File: src/design/squib_cmd_regs.vh
// constants for the squib driver command decoder
`ifndef SQUIB_CMD_REGS_VH
`define SQUIB_CMD_REGS_VH
`define CMD_NIBBLE_HIGH_TEST 4'h1
`define CMD_NIBBLE_LOW_TEST 4'h2
`define CMD_NIBBLE_MEAS_RESET 4'h3
`define CMD_UNLOCK_COUNT_ONE 8'h80
`define CMD_UNLOCK_COUNT_TWO 8'h81
`define CMD_UNLOCK_HIGH_TEST 8'h82
`define CMD_UNLOCK_LOW_TEST 8'h83
`define CMD_RESERVED_FIRST 8'h90
`define CMD_RESERVED_LAST 8'h93
`define CMD_INTEGRITY 8'h96
`define RESP_INTEGRITY 8'h69
`define CMD_FEN_STATUS 8'hC8
`define RESET_COUNT_VALUE 8'h00
`define RESET_RESPONSE 8'h00
`define RESERVED_RESPONSE 8'h00
`define FRAME_BITS 8
`endif

File: src/design/squib_driver_command_decoder.v
// command decoder behind the byte spi slave of a four channel squib driver
`timescale 1ns/1ps
`include "squib_cmd_regs.vh"
module squib_driver_command_decoder #(
  parameter CHANNELS = 4
) (
  input wire clk,
  input wire sys_rst,
  input wire spiClk,
  input wire spiCsN,
  input wire spiMosi,
  output wire spiMiso,
  output wire spiMisoOeN,
  input wire firing_enable_input_one,
  input wire firing_enable_input_two,
  input wire firingActive,
  input wire [CHANNELS-1:0] high_transistor_test_level,
  input wire [CHANNELS-1:0] low_transistor_test_level,
  input wire [3:0] fenStatusUpper,
  output reg [7:0] firing_enable_one_count,
  output reg [7:0] firing_enable_two_count,
  output reg [CHANNELS-1:0] measResetPulse,
  output reg [CHANNELS-1:0] highDriverOn,
  output reg [CHANNELS-1:0] lowDriverOn
);
  localparam ARM_NONE = 3'h0;
  localparam ARM_COUNT_ONE = 3'h1;
  localparam ARM_COUNT_TWO = 3'h2;
  localparam ARM_HIGH = 3'h3;
  localparam ARM_LOW = 3'h4;

  reg [2:0] armState;
  reg [2:0] next_armState;
  reg [7:0] response;
  reg [7:0] next_response;
  reg [1:0] fenSyncA;
  reg [1:0] fenSyncB;
  reg [1:0] fireSync;
  reg [3:0] upperSync0;
  reg [3:0] upperSync1;
  reg [CHANNELS-1:0] highSync0;
  reg [CHANNELS-1:0] highSync1;
  reg [CHANNELS-1:0] lowSync0;
  reg [CHANNELS-1:0] lowSync1;
  reg [CHANNELS-1:0] high_driver_test_result;
  reg [CHANNELS-1:0] low_driver_test_result;
  reg highPending;
  reg lowPending;
  wire [7:0] rxByte;
  wire rxDone;
  wire [3:0] rxNibble;
  wire secondOk;

  // response register feeds the slave, so each answer leaves one frame later
  spi_byte_slave spiPort (
    .clk(clk),
    .sys_rst(sys_rst),
    .spiClk(spiClk),
    .spiCsN(spiCsN),
    .spiMosi(spiMosi),
    .spiMiso(spiMiso),
    .spiMisoOeN(spiMisoOeN),
    .txByte(response),
    .rxByte(rxByte),
    .rxDone(rxDone)
  );

  // analog levels and enable pins are asynchronous to clk
  always @(posedge clk) begin
    if (sys_rst) begin
      fenSyncA <= 2'h0;
      fenSyncB <= 2'h0;
      fireSync <= 2'h0;
      upperSync0 <= 4'h0;
      upperSync1 <= 4'h0;
      highSync0 <= {CHANNELS{1'b0}};
      highSync1 <= {CHANNELS{1'b0}};
      lowSync0 <= {CHANNELS{1'b0}};
      lowSync1 <= {CHANNELS{1'b0}};
    end else begin
      fenSyncA <= {fenSyncA[0], firing_enable_input_one};
      fenSyncB <= {fenSyncB[0], firing_enable_input_two};
      fireSync <= {fireSync[0], firingActive};
      upperSync0 <= fenStatusUpper;
      upperSync1 <= upperSync0;
      highSync0 <= high_transistor_test_level;
      highSync1 <= highSync0;
      lowSync0 <= low_transistor_test_level;
      lowSync1 <= lowSync0;
    end
  end

  assign rxNibble = rxByte[7:4];
  // guard that blocks every armed second byte while firingActive is synchronised high
  assign secondOk = ~fireSync[1];

  // decode one received byte into next arm state and next response
  always @* begin
    next_armState = ARM_NONE;
    next_response = `RESERVED_RESPONSE;
    if (armState != ARM_NONE && secondOk && armState == ARM_COUNT_ONE) begin
      next_response = rxByte;
    end else if (armState != ARM_NONE && secondOk && armState == ARM_COUNT_TWO) begin
      next_response = rxByte;
    end else if (armState == ARM_HIGH && secondOk && rxNibble == `CMD_NIBBLE_HIGH_TEST) begin
      next_response = 8'h00;
    end else if (armState == ARM_LOW && secondOk && rxNibble == `CMD_NIBBLE_LOW_TEST) begin
      next_response = 8'h00;
    end else if (rxNibble == `CMD_NIBBLE_MEAS_RESET) begin
      next_response = rxByte;
    end else begin
      case (rxByte)
        `CMD_UNLOCK_COUNT_ONE: begin
          next_armState = ARM_COUNT_ONE;
          next_response = rxByte;
        end
        `CMD_UNLOCK_COUNT_TWO: begin
          next_armState = ARM_COUNT_TWO;
          next_response = rxByte;
        end
        `CMD_UNLOCK_HIGH_TEST: begin
          next_armState = ARM_HIGH;
          next_response = rxByte;
        end
        `CMD_UNLOCK_LOW_TEST: begin
          next_armState = ARM_LOW;
          next_response = rxByte;
        end
        `CMD_INTEGRITY: begin
          next_response = `RESP_INTEGRITY;
        end
        `CMD_FEN_STATUS: begin
          next_response = {upperSync1, 2'b00, fenSyncB[1], fenSyncA[1]};
        end
        default: begin
          // reserved and unknown codes answer zero
          next_response = `RESERVED_RESPONSE;
        end
      endcase
    end
  end

  // frame-level state; test results captured one cycle after drivers turn on
  always @(posedge clk) begin
    if (sys_rst) begin
      armState <= ARM_NONE;
      response <= `RESET_RESPONSE;
      firing_enable_one_count <= `RESET_COUNT_VALUE;
      firing_enable_two_count <= `RESET_COUNT_VALUE;
      measResetPulse <= {CHANNELS{1'b0}};
      highDriverOn <= {CHANNELS{1'b0}};
      lowDriverOn <= {CHANNELS{1'b0}};
      high_driver_test_result <= {CHANNELS{1'b0}};
      low_driver_test_result <= {CHANNELS{1'b0}};
      highPending <= 1'b0;
      lowPending <= 1'b0;
    end else begin
      measResetPulse <= {CHANNELS{1'b0}};
      highPending <= 1'b0;
      lowPending <= 1'b0;
      if (highPending) begin
        high_driver_test_result <= highSync1;
        response <= {4'h0, highSync1};
      end
      if (lowPending) begin
        low_driver_test_result <= lowSync1;
        response <= {4'h0, lowSync1};
      end
      if (rxDone) begin
        armState <= next_armState;
        response <= next_response;
        // test drivers stay on only until the next command frame
        highDriverOn <= {CHANNELS{1'b0}};
        lowDriverOn <= {CHANNELS{1'b0}};
        if (armState == ARM_COUNT_ONE && secondOk) begin
          firing_enable_one_count <= rxByte;
        end else if (armState == ARM_COUNT_TWO && secondOk) begin
          firing_enable_two_count <= rxByte;
        end else if (armState == ARM_HIGH && secondOk && rxNibble == `CMD_NIBBLE_HIGH_TEST) begin
          highDriverOn <= rxByte[CHANNELS-1:0];
          highPending <= 1'b1;
        end else if (armState == ARM_LOW && secondOk && rxNibble == `CMD_NIBBLE_LOW_TEST) begin
          lowDriverOn <= rxByte[CHANNELS-1:0];
          lowPending <= 1'b1;
        end else if (rxNibble == `CMD_NIBBLE_MEAS_RESET) begin
          measResetPulse <= rxByte[CHANNELS-1:0];
        end
      end
    end
  end
endmodule // squib_driver_command_decoder

File: src/design/spi_byte_slave.v
// 8-bit spi slave, mode 0, msb first, with synchronised pins
`timescale 1ns/1ps
`include "squib_cmd_regs.vh"
module spi_byte_slave (
  input wire clk,
  input wire sys_rst,
  input wire spiClk,
  input wire spiCsN,
  input wire spiMosi,
  output reg spiMiso,
  output wire spiMisoOeN,
  input wire [7:0] txByte,
  output reg [7:0] rxByte,
  output reg rxDone
);
  reg [2:0] sckSync;
  reg [1:0] csSync;
  reg [1:0] mosiSync;
  reg [7:0] shiftReg;
  reg [3:0] bitCount;
  wire sckRise;
  wire sckFall;
  wire csActive;
  wire csStart;
  reg csPrev;

  // two-flop synchronisers; edges taken between second and third stage
  always @(posedge clk) begin
    if (sys_rst) begin
      sckSync <= 3'h0;
      csSync <= 2'h3;
      mosiSync <= 2'h0;
      csPrev <= 1'b0;
    end else begin
      sckSync <= {sckSync[1:0], spiClk};
      csSync <= {csSync[0], spiCsN};
      mosiSync <= {mosiSync[0], spiMosi};
      csPrev <= csActive;
    end
  end

  assign sckRise = sckSync[1] & ~sckSync[2];
  assign sckFall = ~sckSync[1] & sckSync[2];
  assign csActive = ~csSync[1];
  assign csStart = csActive & ~csPrev;
  // miso released whenever chip select is high
  assign spiMisoOeN = ~csActive;

  // shift in on rising, out on falling; response loaded at frame start
  always @(posedge clk) begin
    if (sys_rst) begin
      shiftReg <= 8'h00;
      bitCount <= 4'h0;
      spiMiso <= 1'b0;
      rxByte <= 8'h00;
      rxDone <= 1'b0;
    end else begin
      rxDone <= 1'b0;
      if (csStart) begin
        shiftReg <= txByte;
        spiMiso <= txByte[7];
        bitCount <= 4'h0;
      end else if (csActive) begin
        if (sckRise && bitCount < `FRAME_BITS) begin
          shiftReg <= {shiftReg[6:0], mosiSync[1]};
          bitCount <= bitCount + 4'h1;
        end else if (sckFall && bitCount < `FRAME_BITS) begin
          spiMiso <= shiftReg[7];
        end
      end else if (csPrev) begin
        // short frames are dropped; a long frame keeps only its first eight bits
        if (bitCount == `FRAME_BITS) begin
          rxByte <= shiftReg;
          rxDone <= 1'b1;
        end
      end
    end
  end
endmodule // spi_byte_slave

File: config.mk
export PLATFORM = sky130hd
export DESIGN_NAME = squib_driver_command_decoder
export DESIGN_NICKNAME = d
export VERILOG_FILES = /design/src/design/squib_driver_command_decoder.v /design/src/design/spi_byte_slave.v
export VERILOG_INCLUDE_DIRS = /design/src /design/src/design
export SDC_FILE = /design/constraint.sdc
export NUM_CORES = 1
export LEC_CHECK = 0
export ABC_AREA = 1
export CORE_AREA = 2 2 113 115
export DETAILED_ROUTE_END_ITERATION = 6
export DIE_AREA = 0 0 115 117
export DONT_BUFFER_PORTS = 1
export PLACE_DENSITY = 0.46
export SLEW_MARGIN = 20
export SYNTH_ARGS = -nofsm -noshare
export SYNTH_HDL_FRONTEND = slang
export SYNTH_SLANG_ARGS = --single-unit
File: constraint.sdc
create_clock -name clk -period 1.4 [get_ports clk]
set_input_delay 0.07 -clock clk [delete_from_list [all_inputs] [get_ports clk]]
set_output_delay 0.07 -clock clk [all_outputs]
set_load 0.02 [all_outputs]
* Word-level counts from Yosys, hierarchy flattened
Cells that the tools add are included.
** Operators by class
- Bitwise gates (word level) :: 12
- Div/mod/pow operators :: 0
- Shift operators :: 0
- Multipliers :: 0
- Reductions and logical operators :: 27
- Add/sub/neg operators :: 1
- Equality and inequality tests :: 16
- Multiplexer cells :: 32
- Magnitude comparators :: 1
** Operators with widths (count)
- $mux W8 :: 11
- $eq A8 B8 Y1 const B :: 6
- $mux W4 :: 7
- $pmux W8 S3 :: 1
- $mux W3 :: 5
- $pmux W3 S4 :: 1
- $reduce_or A4 Y1 :: 3
- $logic_and A1 B1 Y1 :: 11
- $not A1 Y1 :: 9
- $eq A4 B2 Y1 const B :: 2
- $mux W1 :: 7
- $reduce_or A7 Y1 :: 1
- $eq A3 B2 Y1 const B :: 2
- $reduce_and A2 Y1 :: 3
- $reduce_and A3 Y1 :: 2
- $reduce_bool A3 Y1 :: 2
- $reduce_or A5 Y1 :: 1
- $add A4 B1 Y4 const B :: 1
- $eq A4 B1 Y1 const B :: 1
- $eq A4 B4 Y1 const B :: 1
- $lt A4 B4 Y1 const B :: 1
- $reduce_and A4 Y1 :: 1
- $reduce_bool A2 Y1 :: 2
- $and A1 B1 Y1 :: 3
- other kinds (5) :: 5
** Storage, ports and cells
- Bits in registers :: 101
- Output and inout port bits :: 30
- Word-level logic and storage cells :: 116
- Memories kept :: 0
- RAM bits :: 0
- ROM bits :: 0
- Bits in latches :: 0
- Input bits :: 20

* Logic depth before layout (Yosys ltp)
- Word-level depth :: 9
- Depth in mapped cells :: 10
- Mapped depth without buffers :: 9

* Modules after synthesis
From an unflattened synthesis, not the netlist that was laid out.
** Second synthesis, totals
- Cell total of the unflattened synthesis :: 544
- Area total of the unflattened synthesis :: 4057.6 µm²
** Modules (own cells, without submodules)
- squib_driver_command_decoder :: area an instance 2841.5 µm², cells an instance 382, instances 1
- spi_byte_slave :: area an instance 1216.2 µm², cells an instance 162, instances 1

* Worst setup path after synthesis
No wires, ideal clock.
- Path kind :: flip-flop to flip-flop
- Start :: register spiPort.csSync[1]
- End :: register spiPort.shiftReg[3]
- Path slack :: 0.100 ns
- Data arrival time :: 1.210 ns
- Stages on the path, launching flop included :: 8
- Setup time :: 0.091 ns
- Path buffers :: 1
- Period minus slack after synthesis :: 1.300 ns
- Path through :: dfxtp_1 -> nor2_2 -> nand2_1 -> inv_2 -> nor2_2 -> inv_2 -> buf_6 -> a311oi_1
** Between the ends
- Word-level cells in the longest chain between the ends :: 4
- Elaborated cells between the ends (all ways) :: 6
- Those cells by class :: eq/ne: 1; mux: 1; bitwise: 2; reduce/logical: 2
** RTL lines
- start, declared :: RTL line spi_byte_slave.v:17 : reg [1:0] csSync;
- start signal, assigned :: RTL line spi_byte_slave.v:36 : csSync <= {csSync[0], spiCsN};
- $not A1 Y1 (no line)
- $and A1 B1 Y1 :: RTL line spi_byte_slave.v:45 : assign csStart = csActive & ~csPrev;
- $ne A2 B2 Y1 (no line) / $reduce_bool A2 Y1 (equally long branches)
- $reduce_and A2 Y1 (no line)
- end signal, assigned :: RTL line spi_byte_slave.v:60 : shiftReg <= txByte;
- end signal, assigned :: RTL line spi_byte_slave.v:65 : shiftReg <= {shiftReg[6:0], mosiSync[1]};
- end, declared :: RTL line spi_byte_slave.v:19 : reg [7:0] shiftReg;
Several ways; a longest one is shown, not always the timed one.
A chain may end at the register's enable or synchronous reset.

* Worst setup path after layout
- Start :: register spiPort.rxByte[4]
- End :: register response[4]
** Between the ends
- Word-level cells in the longest chain between the ends :: 9
- Elaborated cells between the ends (all ways) :: 19
- Those cells by class :: eq/ne: 9; mux: 7; reduce/logical: 3
** RTL lines
- start, declared :: RTL line spi_byte_slave.v:13 : output reg [7:0] rxByte,
- start signal, assigned :: RTL line spi_byte_slave.v:73 : rxByte <= shiftReg;
- $eq A8 B8 Y1 :: RTL line squib_driver_command_decoder.v:112 : case (rxByte)
- $reduce_or A4 Y1 (no line)
- $pmux W8 S3 :: RTL line squib_driver_command_decoder.v:112
- $mux W8 :: RTL line squib_driver_command_decoder.v:109 : end else if (rxNibble == `CMD_NIBBLE_MEAS_RESET) begin
- $mux W8 :: RTL line squib_driver_command_decoder.v:107 : end else if (armState == ARM_LOW && secondOk && rxNibble == `CMD_NIBBLE_LOW_TEST) begin
- $mux W8 :: RTL line squib_driver_command_decoder.v:105 : end else if (armState == ARM_HIGH && secondOk && rxNibble == `CMD_NIBBLE_HIGH_TEST) begin
- $mux W8 :: RTL line squib_driver_command_decoder.v:103 : end else if (armState != ARM_NONE && secondOk && armState == ARM_COUNT_TWO) begin
- $mux W8 * :: RTL line squib_driver_command_decoder.v:101 : if (armState != ARM_NONE && secondOk && armState == ARM_COUNT_ONE) begin
- $mux W8 * :: RTL line squib_driver_command_decoder.v:169 : if (rxDone) begin
- end signal, assigned :: RTL line squib_driver_command_decoder.v:163 : response <= {4'h0, highSync1};
- end signal, assigned :: RTL line squib_driver_command_decoder.v:167 : response <= {4'h0, lowSync1};
- end signal, assigned :: RTL line squib_driver_command_decoder.v:171 : response <= next_response;
- end, declared :: RTL line squib_driver_command_decoder.v:34 : reg [7:0] response;
Every way passes the cells marked *; elsewhere a longest branch is shown, timed or not.

==> metrics.cfg <==
[drt]
wl_um=10250
wl_per_cell_um=13.92
drt-initial-drc-count=134
vias=3433
ant_nets=0
drc=0
dr.pass1.iters=4
vias_per_cell=4.664

[setup_path]
slowest_stage=dfxtp_2
worst-path-buf-inv=1
end_kind=flop
crit_fanout=5
cp-start-kind=flop
critical_path.cell_chain=inv_2 -> nor2_2 -> nand2_2 -> nor2_8 -> nor2_8 -> nand2_4 -> nor2_4 -> nand2_4 -> nand4_2
critical_path.max_stage_delay_ns=0.41
crit_type=flop to flop
crit_family=simple AND/OR/NAND/NOR gates
worst_ep_required_time_ns=1.63
crit_arrival_ns=1.57

[min_path]
holdCritPathClass=input pin to flop

[timing]
post-route-min-period_ns=1.346
fin_ws_ns=0.05396
skew_ns=0.004747
setup_tns_ns=0
max_freq_mhz=742.9
fin_crit_sh_pct=96.15
maxSlewHeadroom_pct=78.56
rsz0062_at_grt=yes
finalSetupViolCount=0
hold_slack_ns=0.07073
drv_slew=0
hold_viol_final=0
tightest_slew_ns=0.3213

[grt]
grt_pass1_vias=3264
track_usage_pct=16.12
grt_pass1_wl_um=16360
antenna_found_initial=0
gr-total-overflow=0
grt_max_degree=62

[final_layout]
synthToLayoutAreaGrowth_pct=25.94
fin_util_pct=41.69
n_antenna_cell=0
drive_gt1_share_pct=20.14
fin_cells=736
nets=603
stdcell_area_mm2=0.005132

[power_and_ir_drop]
ir_drop_mv=0.5117
pwr_density_cell_mw_per_mm2=1128
leakage_nw=2.185
power_mw=5.788

[clock_network]
htree_levels=3
cts_tree=done
clkTransAtPathRegs_ns=0.07
root_buffer=clkbuf_16
clock-sinks=101
clk_latency_ns=0.34
clockBufferDepth=2
cts_buffers=9

[synth]
ys_async_sr_fraction_pct=0
synth-main-ff-cell=dfxtp_1
netlist_instances=527
ys_seq_area_share_pct=49.62
syn_area_mm2=0.004075
synth_edf_count=0
synth-seq-cells=101
syn_nets=549
avgSynthCellArea_um2=7.733
ys_types=34
ys_warn_count=0

[status]
status=complete, no violations

[placed_design]
placedCellCount=690
portBuffers=0
gp_congestion=0.8967
hpwl_um=7173
place_area_mm2=0.004404
pre_cts_slack_ns=-0.03791

[die]
die_h_um=117
initial_core_util_pct=33.10
die_area_mm2=0.01346
rows=41
io_pins=50
die_w_um=115
core-area_mm2=0.01231

[job]
cap_violations=0

## per-layer routing
metal,track usage (%),vias up,share of wire [%]
met5,0,-,0
met1,20.87,1564,47
met3,3.193,20,4.4
met4,8.594,0,3.0
li1,-,1772,-
met2,25.49,77,46
## area by class of cell
type,count,area (um2)
fill,1289,7179
tap,150,187.7
clock buffer,11,232.7
multi-input combinational,332,1747
sequential,101,2036
inverter,73,285.3
clock inverter,5,75.07
timing repair buffer,64,569.3
## cells in the final DEF, fill, tap and decap left out, types with 15 or more instances in the layout
| cell | n |
|---|---|
| nor2_1 | 60 |
| a21oi_1 | 43 |
| nand2_1 | 105 |
| dfxtp_1 | 92 |
| inv_1 | 62 |
| dlygate4sd3_1 | 26 |
| nand3_1 | 37 |
| nor2_2 | 15 |
| o21ai_0 | 16 |
| buf_4 | 36 |
## where the power goes
| group | internal (mW) | total (mW) | switching [mW] |
|---|---|---|---|
| Sequential | 2.93 | 2.96 | 0.0253 |
| Clock | 1.56 | 2.62 | 1.06 |
| Combinational | 0.0996 | 0.210 | 0.111 |
| Total | 4.59 | 5.79 | 1.20 |
## sequential cells by signal (all words and copies together) (netlist names), 8 cells and up
name / flops
spiPort.shiftReg: 8
firing_enable_one_count: 8
firing_enable_two_count: 8
response: 8
spiPort.rxByte: 8
## synth_stat cells, types with 3 or more instances
| master | number | share of area (%) |
|---|---|---|
| nor2_2 | 12 | 1.8 |
| a31oi_1 | 4 | 0.61 |
| buf_6 | 3 | 0.83 |
| nor3_1 | 4 | 0.49 |
| nand2_8 | 3 | 1.5 |
| a311oi_1 | 7 | 1.5 |
| inv_1 | 63 | 5.8 |
| o21ai_0 | 18 | 2.2 |
| nand2_1 | 108 | 9.9 |
| nor2_4 | 3 | 0.83 |
| dfxtp_1 | 101 | 50 |
| a21oi_1 | 44 | 5.4 |
| buf_2 | 4 | 0.49 |
| clkbuf_1 | 10 | 0.92 |
| nand3_1 | 38 | 4.7 |
| nor2_1 | 66 | 6.1 |
| nand4_1 | 4 | 0.61 |
| inv_2 | 9 | 0.83 |
## kinds of logic after synthesis
logic type	synth area share, %
AOI/OAI and AO/OA	10.68
and+or+nand+nor	29.54
DFF	49.62
buffers and inverters	9.549
adders and majority gates	0.6140
## repair_timing
action / in CTS / in global routing
buffers inserted: 0 / 3
hold endpoints to repair: 81 / 0
gates cloned: 0 / 0
resized for setup: 8 / 30
hold buffers: 27 / 0
pin swaps: 1 / 10
setup endpoints to repair: 17 / 42
## worst paths after layout
kind,from,to,slack [ns],depth (start not counted)
setup / recovery,spiPort.rxByte[4],response[4],0.05,9
hold / removal,sys_rst,armState[0],0.07,2
setup reg to reg,spiPort.rxByte[4],response[4],0.05,9
hold reg to reg,lowSync0[1],lowSync1[1],0.40,2
Note: power is estimated with default switching activity, not from simulation.
